## src/core/element_pkg.sv

```systemverilog
// Package with constants and types of the protection element comparator
package element_pkg;

	// ***************************************************************
	// Widths and counts
	// ***************************************************************
	localparam int MAG_W = 16;
	localparam int RATIO_W = 16;
	localparam int TIME_W = 16;
	localparam int GROUP_COUNT = 6;
	localparam int GROUP_SEL_W = 3;

	// ***************************************************************
	// Reset values, fallback group and count step
	// ***************************************************************
	localparam logic [TIME_W-1:0] COUNT_RESET = 16'h0000;
	localparam logic [GROUP_SEL_W-1:0] FIRST_GROUP = 3'h0;
	localparam logic [TIME_W-1:0] COUNT_STEP = 16'h0001;

	// ***************************************************************
	// Enumerations
	// ***************************************************************
	typedef enum logic [1:0]
	{
		TARGET_DISABLED = 2'b00,
		TARGET_SELF_RESET = 2'b01,
		TARGET_LATCHED = 2'b10
	} target_mode_e;

	typedef enum logic [1:0]
	{
		QTY_PHASE_CURRENT = 2'b00,
		QTY_GROUND_CURRENT = 2'b01,
		QTY_PHASE_VOLTAGE = 2'b10,
		QTY_AUX_VOLTAGE = 2'b11
	} quantity_e;

	typedef enum logic [1:0]
	{
		ST_IDLE = 2'b00,
		ST_PICKUP = 2'b01,
		ST_OPERATE = 2'b10,
		ST_HOLD = 2'b11
	} element_state_e;

	// ***************************************************************
	// Carriers
	// ***************************************************************
	typedef struct packed
	{
		logic [MAG_W-1:0] bank_a_current;
		logic [MAG_W-1:0] bank_b_current;
		logic [MAG_W-1:0] ground_current;
		logic [MAG_W-1:0] phase_voltage;
		logic [MAG_W-1:0] aux_voltage;
	} measurement_s;

	typedef struct packed
	{
		logic use_bank_a;
		logic use_bank_b;
		logic use_ground;
		logic use_phase_voltage;
		logic use_aux_voltage;
		logic [RATIO_W-1:0] bank_a_ratio;
		logic [RATIO_W-1:0] bank_b_ratio;
		quantity_e quantity;
	} source_s;

	typedef struct packed
	{
		logic under_mode;
		logic [MAG_W-1:0] pickup;
		logic [TIME_W-1:0] pickup_delay;
		logic [TIME_W-1:0] reset_delay;
	} setting_group_s;

	typedef struct packed
	{
		logic function_enable;
		logic events_enable;
		target_mode_e target_mode;
		logic group_dependent_class;
	} common_setting_s;

endpackage

```

## src/core/protection_element_comparator.sv

```systemverilog
// Protection element: source forming, comparator, timers, targets and events
`timescale 1ns/1ns

// What this block does
// - Output one while input inside pickup range
// - Separate pickup and operate flags
// - Six setting groups, active one governs
// - Control class ignores active setting group
// - Operates only when function enabled; default disabled
// - Programmable on-delay before operate
// - Programmable off-delay holds operate after dropout
// - Outputs zero until run; run low resets (code keeps a set latched target standing while run is low)
// - Block input inhibits through run
// - Target disabled gives no message or lamp
// - Self-reset target follows operate state
// - Latched target holds until reset command
// - Events only when enabled: pickup, dropout, operate
// - Dropout event when pickup falls, even holding
// - Currents rescaled to common ratio before summing
// - Base is larger-ratio transformer rated current
// - Current pickup referenced to transformer rating
// - Source groups selectable currents and voltages
module protection_element_comparator
(
	input wire logic clk,
	input wire logic rst,
	input wire logic ce,
	input wire element_pkg::measurement_s measurement,
	input wire element_pkg::source_s source,
	input wire element_pkg::common_setting_s common,
	input wire element_pkg::setting_group_s [element_pkg::GROUP_COUNT-1:0] groups,
	input wire logic [element_pkg::GROUP_SEL_W-1:0] active_group,
	input wire logic block,
	input wire logic reset_command,
	output logic pickup_flag,
	output logic operate_flag,
	output logic target_message,
	output logic target_lamp,
	output logic pickup_event_tag,
	output logic dropout_event_tag,
	output logic operate_event_tag,
	output logic run_status
);

	// ***************************************************************
	// Setting group selection
	// ***************************************************************
	logic [element_pkg::GROUP_SEL_W-1:0] group_index;
	element_pkg::setting_group_s active_settings;

	always_comb
	begin
		group_index = element_pkg::FIRST_GROUP;
		if (common.group_dependent_class && active_group < 3'(element_pkg::GROUP_COUNT))
		begin
			group_index = active_group;
		end
		active_settings = groups[group_index];
	end

	// ***************************************************************
	// Source forming and ratio matching
	// ***************************************************************
	logic [element_pkg::RATIO_W-1:0] ratio_a;
	logic [element_pkg::RATIO_W-1:0] ratio_b;
	logic [element_pkg::RATIO_W-1:0] ratio_base;
	logic [element_pkg::MAG_W-1:0] current_a;
	logic [element_pkg::MAG_W-1:0] current_b;
	logic [32:0] primary_sum;
	logic [32:0] primary_threshold;
	logic [element_pkg::MAG_W-1:0] direct_value;
	logic direct_present;
	logic above_pickup;
	logic in_range;

	always_comb
	begin
		current_a = source.use_bank_a ? measurement.bank_a_current : 16'h0000;
		current_b = source.use_bank_b ? measurement.bank_b_current : 16'h0000;
		ratio_a = source.use_bank_a ? source.bank_a_ratio : 16'h0000;
		ratio_b = source.use_bank_b ? source.bank_b_ratio : 16'h0000;
		ratio_base = (ratio_a >= ratio_b) ? ratio_a : ratio_b;
		// Each secondary magnitude is carried to primary before the addition
		primary_sum = 33'(current_a * ratio_a) + 33'(current_b * ratio_b);
		// Pickup in per unit of the larger rated transformer
		primary_threshold = 33'(active_settings.pickup * ratio_base);
		direct_value = 16'h0000;
		direct_present = 1'b0;
		case (source.quantity)
			element_pkg::QTY_GROUND_CURRENT:
			begin
				direct_value = measurement.ground_current;
				direct_present = source.use_ground;
			end
			element_pkg::QTY_PHASE_VOLTAGE:
			begin
				direct_value = measurement.phase_voltage;
				direct_present = source.use_phase_voltage;
			end
			element_pkg::QTY_AUX_VOLTAGE:
			begin
				direct_value = measurement.aux_voltage;
				direct_present = source.use_aux_voltage;
			end
			default:
			begin
				direct_value = 16'h0000;
				direct_present = 1'b0;
			end
		endcase
		if (source.quantity == element_pkg::QTY_PHASE_CURRENT)
		begin
			above_pickup = (ratio_base != 16'h0000) && (primary_sum >= primary_threshold);
		end
		else
		begin
			above_pickup = direct_present && (direct_value >= active_settings.pickup);
		end
		// Under mode picks up below the setting, only on a present quantity
		if (active_settings.under_mode)
		begin
			if (source.quantity == element_pkg::QTY_PHASE_CURRENT)
			begin
				in_range = (ratio_base != 16'h0000) && !above_pickup;
			end
			else
			begin
				in_range = direct_present && !above_pickup;
			end
		end
		else
		begin
			in_range = above_pickup;
		end
	end

	// ***************************************************************
	// Run supervision
	// ***************************************************************
	logic run;

	assign run = common.function_enable && !block;

	// ***************************************************************
	// Pickup and operate timing
	// ***************************************************************
	element_pkg::element_state_e state_reg;
	element_pkg::element_state_e state_next;
	logic [element_pkg::TIME_W-1:0] count_reg;
	logic [element_pkg::TIME_W-1:0] count_next;
	logic [element_pkg::TIME_W-1:0] count_inc;

	assign count_inc = count_reg + element_pkg::COUNT_STEP;

	always_comb
	begin
		state_next = state_reg;
		count_next = count_reg;
		if (!run)
		begin
			state_next = element_pkg::ST_IDLE;
			count_next = element_pkg::COUNT_RESET;
		end
		else
		begin
			case (state_reg)
				element_pkg::ST_IDLE:
				begin
					count_next = element_pkg::COUNT_RESET;
					if (in_range)
					begin
						state_next = element_pkg::ST_PICKUP;
					end
				end
				element_pkg::ST_PICKUP:
				begin
					if (!in_range)
					begin
						state_next = element_pkg::ST_IDLE;
						count_next = element_pkg::COUNT_RESET;
					end
					else if (count_reg >= active_settings.pickup_delay)
					begin
						state_next = element_pkg::ST_OPERATE;
						count_next = element_pkg::COUNT_RESET;
					end
					else
					begin
						count_next = count_inc;
					end
				end
				element_pkg::ST_OPERATE:
				begin
					count_next = element_pkg::COUNT_RESET;
					if (!in_range)
					begin
						if (active_settings.reset_delay == element_pkg::COUNT_RESET)
						begin
							state_next = element_pkg::ST_IDLE;
						end
						else
						begin
							state_next = element_pkg::ST_HOLD;
						end
					end
				end
				element_pkg::ST_HOLD:
				begin
					if (in_range)
					begin
						state_next = element_pkg::ST_OPERATE;
						count_next = element_pkg::COUNT_RESET;
					end
					else if (count_inc >= active_settings.reset_delay)
					begin
						state_next = element_pkg::ST_IDLE;
						count_next = element_pkg::COUNT_RESET;
					end
					else
					begin
						count_next = count_inc;
					end
				end
				default:
				begin
					state_next = element_pkg::ST_IDLE;
					count_next = element_pkg::COUNT_RESET;
				end
			endcase
		end
	end

	always_ff @(posedge clk or posedge rst)
	begin
		if (rst)
		begin
			state_reg <= element_pkg::ST_IDLE;
			count_reg <= element_pkg::COUNT_RESET;
		end
		else if (ce)
		begin
			state_reg <= state_next;
			count_reg <= count_next;
		end
	end

	// ***************************************************************
	// Flags, targets and events
	// ***************************************************************
	logic pickup_reg;
	logic pickup_next;
	logic operate_reg;
	logic operate_next;
	logic latch_reg;
	logic latch_next;
	logic target_reg;
	logic target_next;
	logic pickup_evt_reg;
	logic pickup_evt_next;
	logic dropout_evt_reg;
	logic dropout_evt_next;
	logic operate_evt_reg;
	logic operate_evt_next;
	logic run_reg;
	logic run_next;

	always_comb
	begin
		pickup_next = (state_next == element_pkg::ST_PICKUP) || (state_next == element_pkg::ST_OPERATE);
		operate_next = (state_next == element_pkg::ST_OPERATE) || (state_next == element_pkg::ST_HOLD);
		run_next = run;
		latch_next = latch_reg;
		if (reset_command)
		begin
			latch_next = 1'b0;
		end
		// A fresh operate in the clearing cycle keeps the latch set
		if (operate_next && common.target_mode == element_pkg::TARGET_LATCHED)
		begin
			latch_next = 1'b1;
		end
		if (common.target_mode != element_pkg::TARGET_LATCHED)
		begin
			latch_next = 1'b0;
		end
		case (common.target_mode)
			element_pkg::TARGET_SELF_RESET: target_next = operate_next;
			element_pkg::TARGET_LATCHED: target_next = latch_next;
			default: target_next = 1'b0;
		endcase
		pickup_evt_next = common.events_enable && pickup_next && !pickup_reg;
		dropout_evt_next = common.events_enable && !pickup_next && pickup_reg;
		operate_evt_next = common.events_enable && operate_next && !operate_reg;
	end

	always_ff @(posedge clk or posedge rst)
	begin
		if (rst)
		begin
			pickup_reg <= 1'b0;
			operate_reg <= 1'b0;
			latch_reg <= 1'b0;
			target_reg <= 1'b0;
			pickup_evt_reg <= 1'b0;
			dropout_evt_reg <= 1'b0;
			operate_evt_reg <= 1'b0;
			run_reg <= 1'b0;
		end
		else if (ce)
		begin
			pickup_reg <= pickup_next;
			operate_reg <= operate_next;
			latch_reg <= latch_next;
			target_reg <= target_next;
			pickup_evt_reg <= pickup_evt_next;
			dropout_evt_reg <= dropout_evt_next;
			operate_evt_reg <= operate_evt_next;
			run_reg <= run_next;
		end
	end

	assign pickup_flag = pickup_reg;
	assign operate_flag = operate_reg;
	assign target_message = target_reg;
	assign target_lamp = target_reg;
	assign pickup_event_tag = pickup_evt_reg;
	assign dropout_event_tag = dropout_evt_reg;
	assign operate_event_tag = operate_evt_reg;
	assign run_status = run_reg;

endmodule

```

## config.mk

```make
export PLATFORM = sky130hd
export DESIGN_NAME = protection_element_comparator
export DESIGN_NICKNAME = d
export VERILOG_FILES = /design/src/core/element_pkg.sv /design/src/core/protection_element_comparator.sv
export SDC_FILE = /design/constraint.sdc
export NUM_CORES = 2
export LEC_CHECK = 0
export ABC_AREA = 1
export BUFFER_PORTS_ARGS = -buffer_cell sky130_fd_sc_hd__buf_2
export CAP_MARGIN = 20
export CORE_MARGIN = 3
export CORE_UTILIZATION = 45
export CTS_BUF_LIST = sky130_fd_sc_hd__clkbuf_4 sky130_fd_sc_hd__clkbuf_8
export CTS_CLUSTER_SIZE = 20
export DETAILED_ROUTE_END_ITERATION = 6
export PLACE_DENSITY = 0.76
export SYNTH_ARGS = -nofsm -noshare
export SYNTH_HDL_FRONTEND = slang
export SYNTH_SLANG_ARGS = --single-unit
```

## constraint.sdc

```tcl
create_clock -name clk -period 4.5 [get_ports clk]
set_input_delay 0.9 -clock clk [delete_from_list [all_inputs] [get_ports clk]]
set_output_delay 0.9 -clock clk [all_outputs]
set_load 0.05 [all_outputs]
```

# After elaboration in Yosys (flattened, before gate mapping)
# Index checks and enable logic that the tools add are counted.
# totals
mem_count	0
latch_bits	0
wordCells	91
ff_bits	26
rom_bits	0
input_bits	426
out_inout_bits	8
mem_bits_rw	0
# op_classes
div	0
add_sub_neg	2
order_cmp	7
n_bitwise	0
reduce_logical	25
multipliers	3
eq_ne	12
n_shift	0
n_mux	32
# ops
cell	n
$mux W16	10
$bmux W49 S3	1
$mul A16 B16 Y32	3
$pmux W16 S3	2
$ge A16 B16 Y1	4
$mux W49	1
$add A32 B32 Y33	1
$ge A33 B32 Y1	1
$add A16 B1 Y16 const B	1
$logic_not A16 Y1	1
$mux W2	8
$reduce_bool A16 Y1	1
$eq A2 B2 Y1 const B	7
$logic_and A1 B1 Y1	13
$eq A2 B1 Y1 const B	4
$pmux W2 S4	1
$mux W1	6
$logic_not A1 Y1	5
$logic_not A2 Y1	2
$lt A3 B4 Y1 const B	1
$lt A3 B3 Y1 const B	1
$mux W3	1
$pmux W1 S3	1
$logic_or A1 B1 Y1	2
3 further kinds	3

# Longest topological paths before layout
# logic_depth
depth_word	22
mapped_depth	72
ltp_nobuf	70

# Worst setup path after synthesis
# No wires, ideal clock.
# synth_timing
kind	input-to-reg
startpoint	in source[38] in the netlist's numbering
endpoint	reg pickup_evt_reg, in the netlist pickup_event_tag
setup_ns	0.096
n_path_buf	2
required_ns	4.404
setup_slack_ns	-5.436
t_arrival_ns	9.839
stages	49
cell_sequence	clkbuf_1 > buf_1 > nand2_1 > clkinv_1 > nand2_1 > fa_1 > inv_1 > fa_1 > inv_1 > fa_1 > inv_1 > fa_1 > fa_1 > inv_1 > fa_1 > inv_1 > fa_1 > inv_1 > (+13 left out) > xor2_1 > ha_1 > nand2_1 > nor4_1 > a41oi_1 > nand4_1 > nand3_2 > nand2_1 > nand2_2 > nand2_2 > nand2_1 > nand2_1 > nand3b_1 > nand2_1 > inv_1 > ha_1 > or2_2 > o31ai_1
# synth_between
elab_chain_len	18
elab_cells_between_ends	27
classes_between	1 x add/sub; 2 x mul; 2 x order compare; 2 x eq/ne; 12 x mux; 8 x reduce/logical
# synth_lines
item	line	text
from (decl)	protection_element_comparator.sv:29	input wire element_pkg::source_s source,
parallel branches: the longest is 10 deep, another holds $add A32 B32 Y33	--	
$mux W1 *	protection_element_comparator.sv:120	if (active_settings.under_mode)
$mux W2 (on tied branches)	--	
$pmux W2 S4 *	protection_element_comparator.sv:166	case (state_reg)
$mux W2 *	protection_element_comparator.sv:159	if (!run)
via state_next[1]	protection_element_comparator.sv:148	element_pkg::element_state_e state_next;
$eq A2 B1 Y1 / $eq A2 B2 Y1 (equally long branches)	protection_element_comparator.sv:269	pickup_next = (state_next == element_pkg::ST_PICKUP) || (state_next == element_pkg::ST_OPERATE);
$logic_or A1 B1 Y1 *	protection_element_comparator.sv:269	
$logic_and A1 B1 Y1 * (2 in a row)	protection_element_comparator.sv:291	pickup_evt_next = common.events_enable && pickup_next && !pickup_reg;
to (signal assigned)	protection_element_comparator.sv:315	pickup_evt_reg <= pickup_evt_next;
to (decl)	protection_element_comparator.sv:258	logic pickup_evt_reg;
# Mark *: on every way through the listed nets, which the timed path passes.
# A chain may end at the register's enable or synchronous reset.

# Final worst setup path
# layout_timing
startpoint	in source[37] in the netlist's numbering
endpoint	reg pickup_evt_reg, in the netlist pickup_event_tag
# layout_between
elab_chain_len	18
elab_cells_between_ends	27
classes_between	1 x add/sub; 2 x mul; 2 x order compare; 2 x eq/ne; 12 x mux; 8 x reduce/logical
# layout_lines
item	line
parallel branches: the longest is 10 deep, another holds $add A32 B32 Y33	--
$mux W1 *	protection_element_comparator.sv:120
$mux W2 (on tied branches)	--
$pmux W2 S4 *	protection_element_comparator.sv:166
$mux W2 *	protection_element_comparator.sv:159
via state_next[1]	protection_element_comparator.sv:148
$eq A2 B1 Y1 / $eq A2 B2 Y1 (equally long branches)	protection_element_comparator.sv:269
$logic_or A1 B1 Y1 *	protection_element_comparator.sv:269
$logic_and A1 B1 Y1 * (2 in a row)	protection_element_comparator.sv:291
# Marked as above.

==> metrics.md <==
| Metric | Value |
|---|---|
| PD cells | 942.8 nW/um2 |
| End of the critical path | pickup_event_tag |
| Status | finished, violations left |
| R2r setup slk | 450 ps |
| Commonest cells post-synth | inv_1 (971), nand2_1 (877), fa_1 (642) |
| Fmax achieved | 101.6 MHz |
| Yosys top cell by area | fa_1 |
| Hold WC Path Type | reg2reg |
| Hold path start | operate_event_tag |
| Nets | 6,702 |
| Final hold violations | 0 |
| Pin count of the biggest net entering global routing | 66 |
| EDFF count, synth | 0 |
| Worst-margin pin slew | 686.1 ps |
| Setup TNS | -126,700 ps |
| Most used DFF post-synth | dfrtp_1 |
| Critical path endpoint category | flop |
| Max VDD drop | 2.185 mV |
| CP max FO | 8 |
| Final worst setup slack | -5343 ps |
| Core Area | 70,390 um2 |
| Crit share post-route | 218.7% |
| Post-synthesis sequential area ratio | 2.027% |
| CP dominant cell by count | nand2_2 |
| Share of the synthesized area in the top cell type | 40.04% |
| Mapped Nets | 5,706 |
| # clock sinks | 26 |
| Critical path's slowest cell | fa_1 |
| Area contributors post-synth | fa_1 (40%), ha_1 (16%), inv_1 (11%), nand2_1 (10%), nor2_1 (6.0%) |
| Yosys Warn Count | 0 |
| R2R cell count | 23 |
| Post-Syn Instances | 4,232 |
| Setup crit start | source[37] |
| Router iterations before antenna repair | 7 |
| Dpl hpwl | 107.9 mm |
| CP startpoint kind | input pin |
| Largest register FFs | 16 |
| CP max stage delay | 540 ps |
| DRC | 0 |
| I/O Pins | 434 |
| Initial antenna violation count | 5 |
| Worst-Skew Late Latency | 280 ps |
| Final GP Congestion | 1.110 |
| Overall Global Routing Usage | 33.62% |
| Post-synth ARST share | 100.0% |
| Starting Density | 45.60% |
| Clock transition at the registers of the reported paths | 90 ps |
| Power Total | 40,010 uW |
| Share of layout cells above drive strength 1 | 28.62% |
| Clock Skew | 6.314 ps |
| Die area | 74,570 um2 |
| Placed Cells | 6,075 |
| Worst R2R End | pickup_event_tag |
| Violated checks | setup timing |
| Syn-to-layout area delta | 32.23% |
| Setup violations, final | 25 |
| Slew HR | 53.78% |
| Yosys reg bits | 26 |
| Worst-case clock buffer depth | 2 |
| Final min period | 9843 ps |
| Die width | 273.1 um |
| Static leakage | 0.02343 uW |
| 1st-iter DRT viols | 3,156 |
| Vias in the first global route | 33,190 |
| Cell Count, Final, Fillers Out | 6,170 |
| Drt via density | 5.304 |
| Netlist Area Pre-Place | 32,100 um2 |
| Worst Path Arrival | 10,030 ps |
| Critical path data required time | 4690 ps |
| Max Cap Viol | 0 |
| Setup Crit Path Kind | in2reg |
| Routed Antenna Nets | 0 |
| Clock H-tree levels | 1 |
| RR Startpoint | count_reg[2] |
| CTS Root Cell | clkbuf_8 |
| Grt ovf | 0 |
| Yosys cell types | 54 |
| Top-count cell post-synth | inv_1 |
| CTS tree | built |
| Number of core rows | 97 |
| Hold buffers post-CTS | 0 |
| Num CTS Buffers | 3 |
| Die Ht | 273.1 um |
| Final Slew Violations | 0 |
| First-pass GRT wire length | 190.7 mm |
| Via count | 32,730 |
| IO buf count | 433 |
| Synth Area per Inst | 7.584 um2 |
| DR WL/cell | 20.68 um |
| Post-Route WL | 127.6 mm |
| Unrepaired setup endpoints after global routing | true |
[repair_timing]
action / CTS / global route
setup buffers: 57 / 22
pin swaps: 142 / 68
setup endpoints to repair: 25 / 25
cloned: 10 / 0
resized for setup: 235 / 134
[critical path, delay by kind of cell]
kind,cells,cell delay (ps)
buffers and inverters,18,1720
adder cells (fa/ha/maj),10,4140
XOR/XNOR,1,230
AND/OR/NAND/NOR,30,2680
AO/OA/AOI/OAI,2,330
[layout make-up]
type	count	area [um2]
multi-input combinational	3075	28640
tap	940	1176
clock buffer	4	55.05
timing repair buffer	1130	8065
inverter	992	3854
fill	6061	27950
antenna	3	7.507
sequential	26	650.6
[routing by layer]
metal	global-route usage, %	share of wire (%)	wire length, um
met4	19.06	7.4	9499
met5	0	0.021	27
met2	52.54	44	55790
met3	8.446	11	14610
met1	42.51	37	47680
[report_power, final]
| group | switching [uW] | internal [uW] |
|---|---|---|
| Clock | 76.2 | 78.4 |
| Sequential | 12.1 | 242 |
| Combinational | 20800 | 18800 |
[through the flow]
stage,hold WS (ps),cell area [um2],util (%),setup slack [ps]
finish,506.7,42440,60.30,-5343
global route,529.9,42440,60.28,-5828
CTS,510.2,41760,59.32,-5139
detailed placement,483.1,40200,57.10,-5933
global placement,472.9,40200,57.10,-5728
floorplan,458.8,32760,-,-4838
[kinds of logic after synthesis]
logic type / Yosys count / synth area share (%)
compound gates: 418 / 7.800
xor+xnor: 72 / 1.965
fa+ha+maj: 1048 / 55.87
buf+inv: 1133 / 13.38
flops: 26 / 2.027
mux: 3 / 0.09356
simple gates: 1532 / 18.86
[cells in the final DEF (no fill, tap or decap), drive strengths merged, types with 5 or more instances in the layout]
master | netlist | final
o31ai | 5 | 5
o21a | 18 | 18
o211ai | 5 | 5
a21oi | 141 | 141
ha | 406 | 406
o32ai | 5 | 5
or2 | 9 | 9
a31oi | 6 | 6
buf | 27 | 1128
o21bai | 20 | 20
nand2 | 889 | 890
a32o | 17 | 17
clkinv | 20 | 21
a21o | 6 | 6
nand4 | 33 | 33
a211oi | 5 | 5
nor3 | 15 | 15
fa | 642 | 642
inv | 972 | 971
dfrtp | 26 | 26
xnor2 | 28 | 28
nor2 | 520 | 520
o22ai | 35 | 35
xor2 | 44 | 44
nand3 | 57 | 58
o21ai | 145 | 145
clkbuf | 114 | 5
[worst min path at each step]
stage / end / depth (start not counted)
floorplan: latch_reg / 2
global placement: dropout_event_tag / 2
detailed placement: operate_event_tag / 2
CTS: dropout_event_tag / 2
global route: operate_event_tag / 1
finish: operate_event_tag / 2
Note: power is estimated with default switching activity, not from simulation.
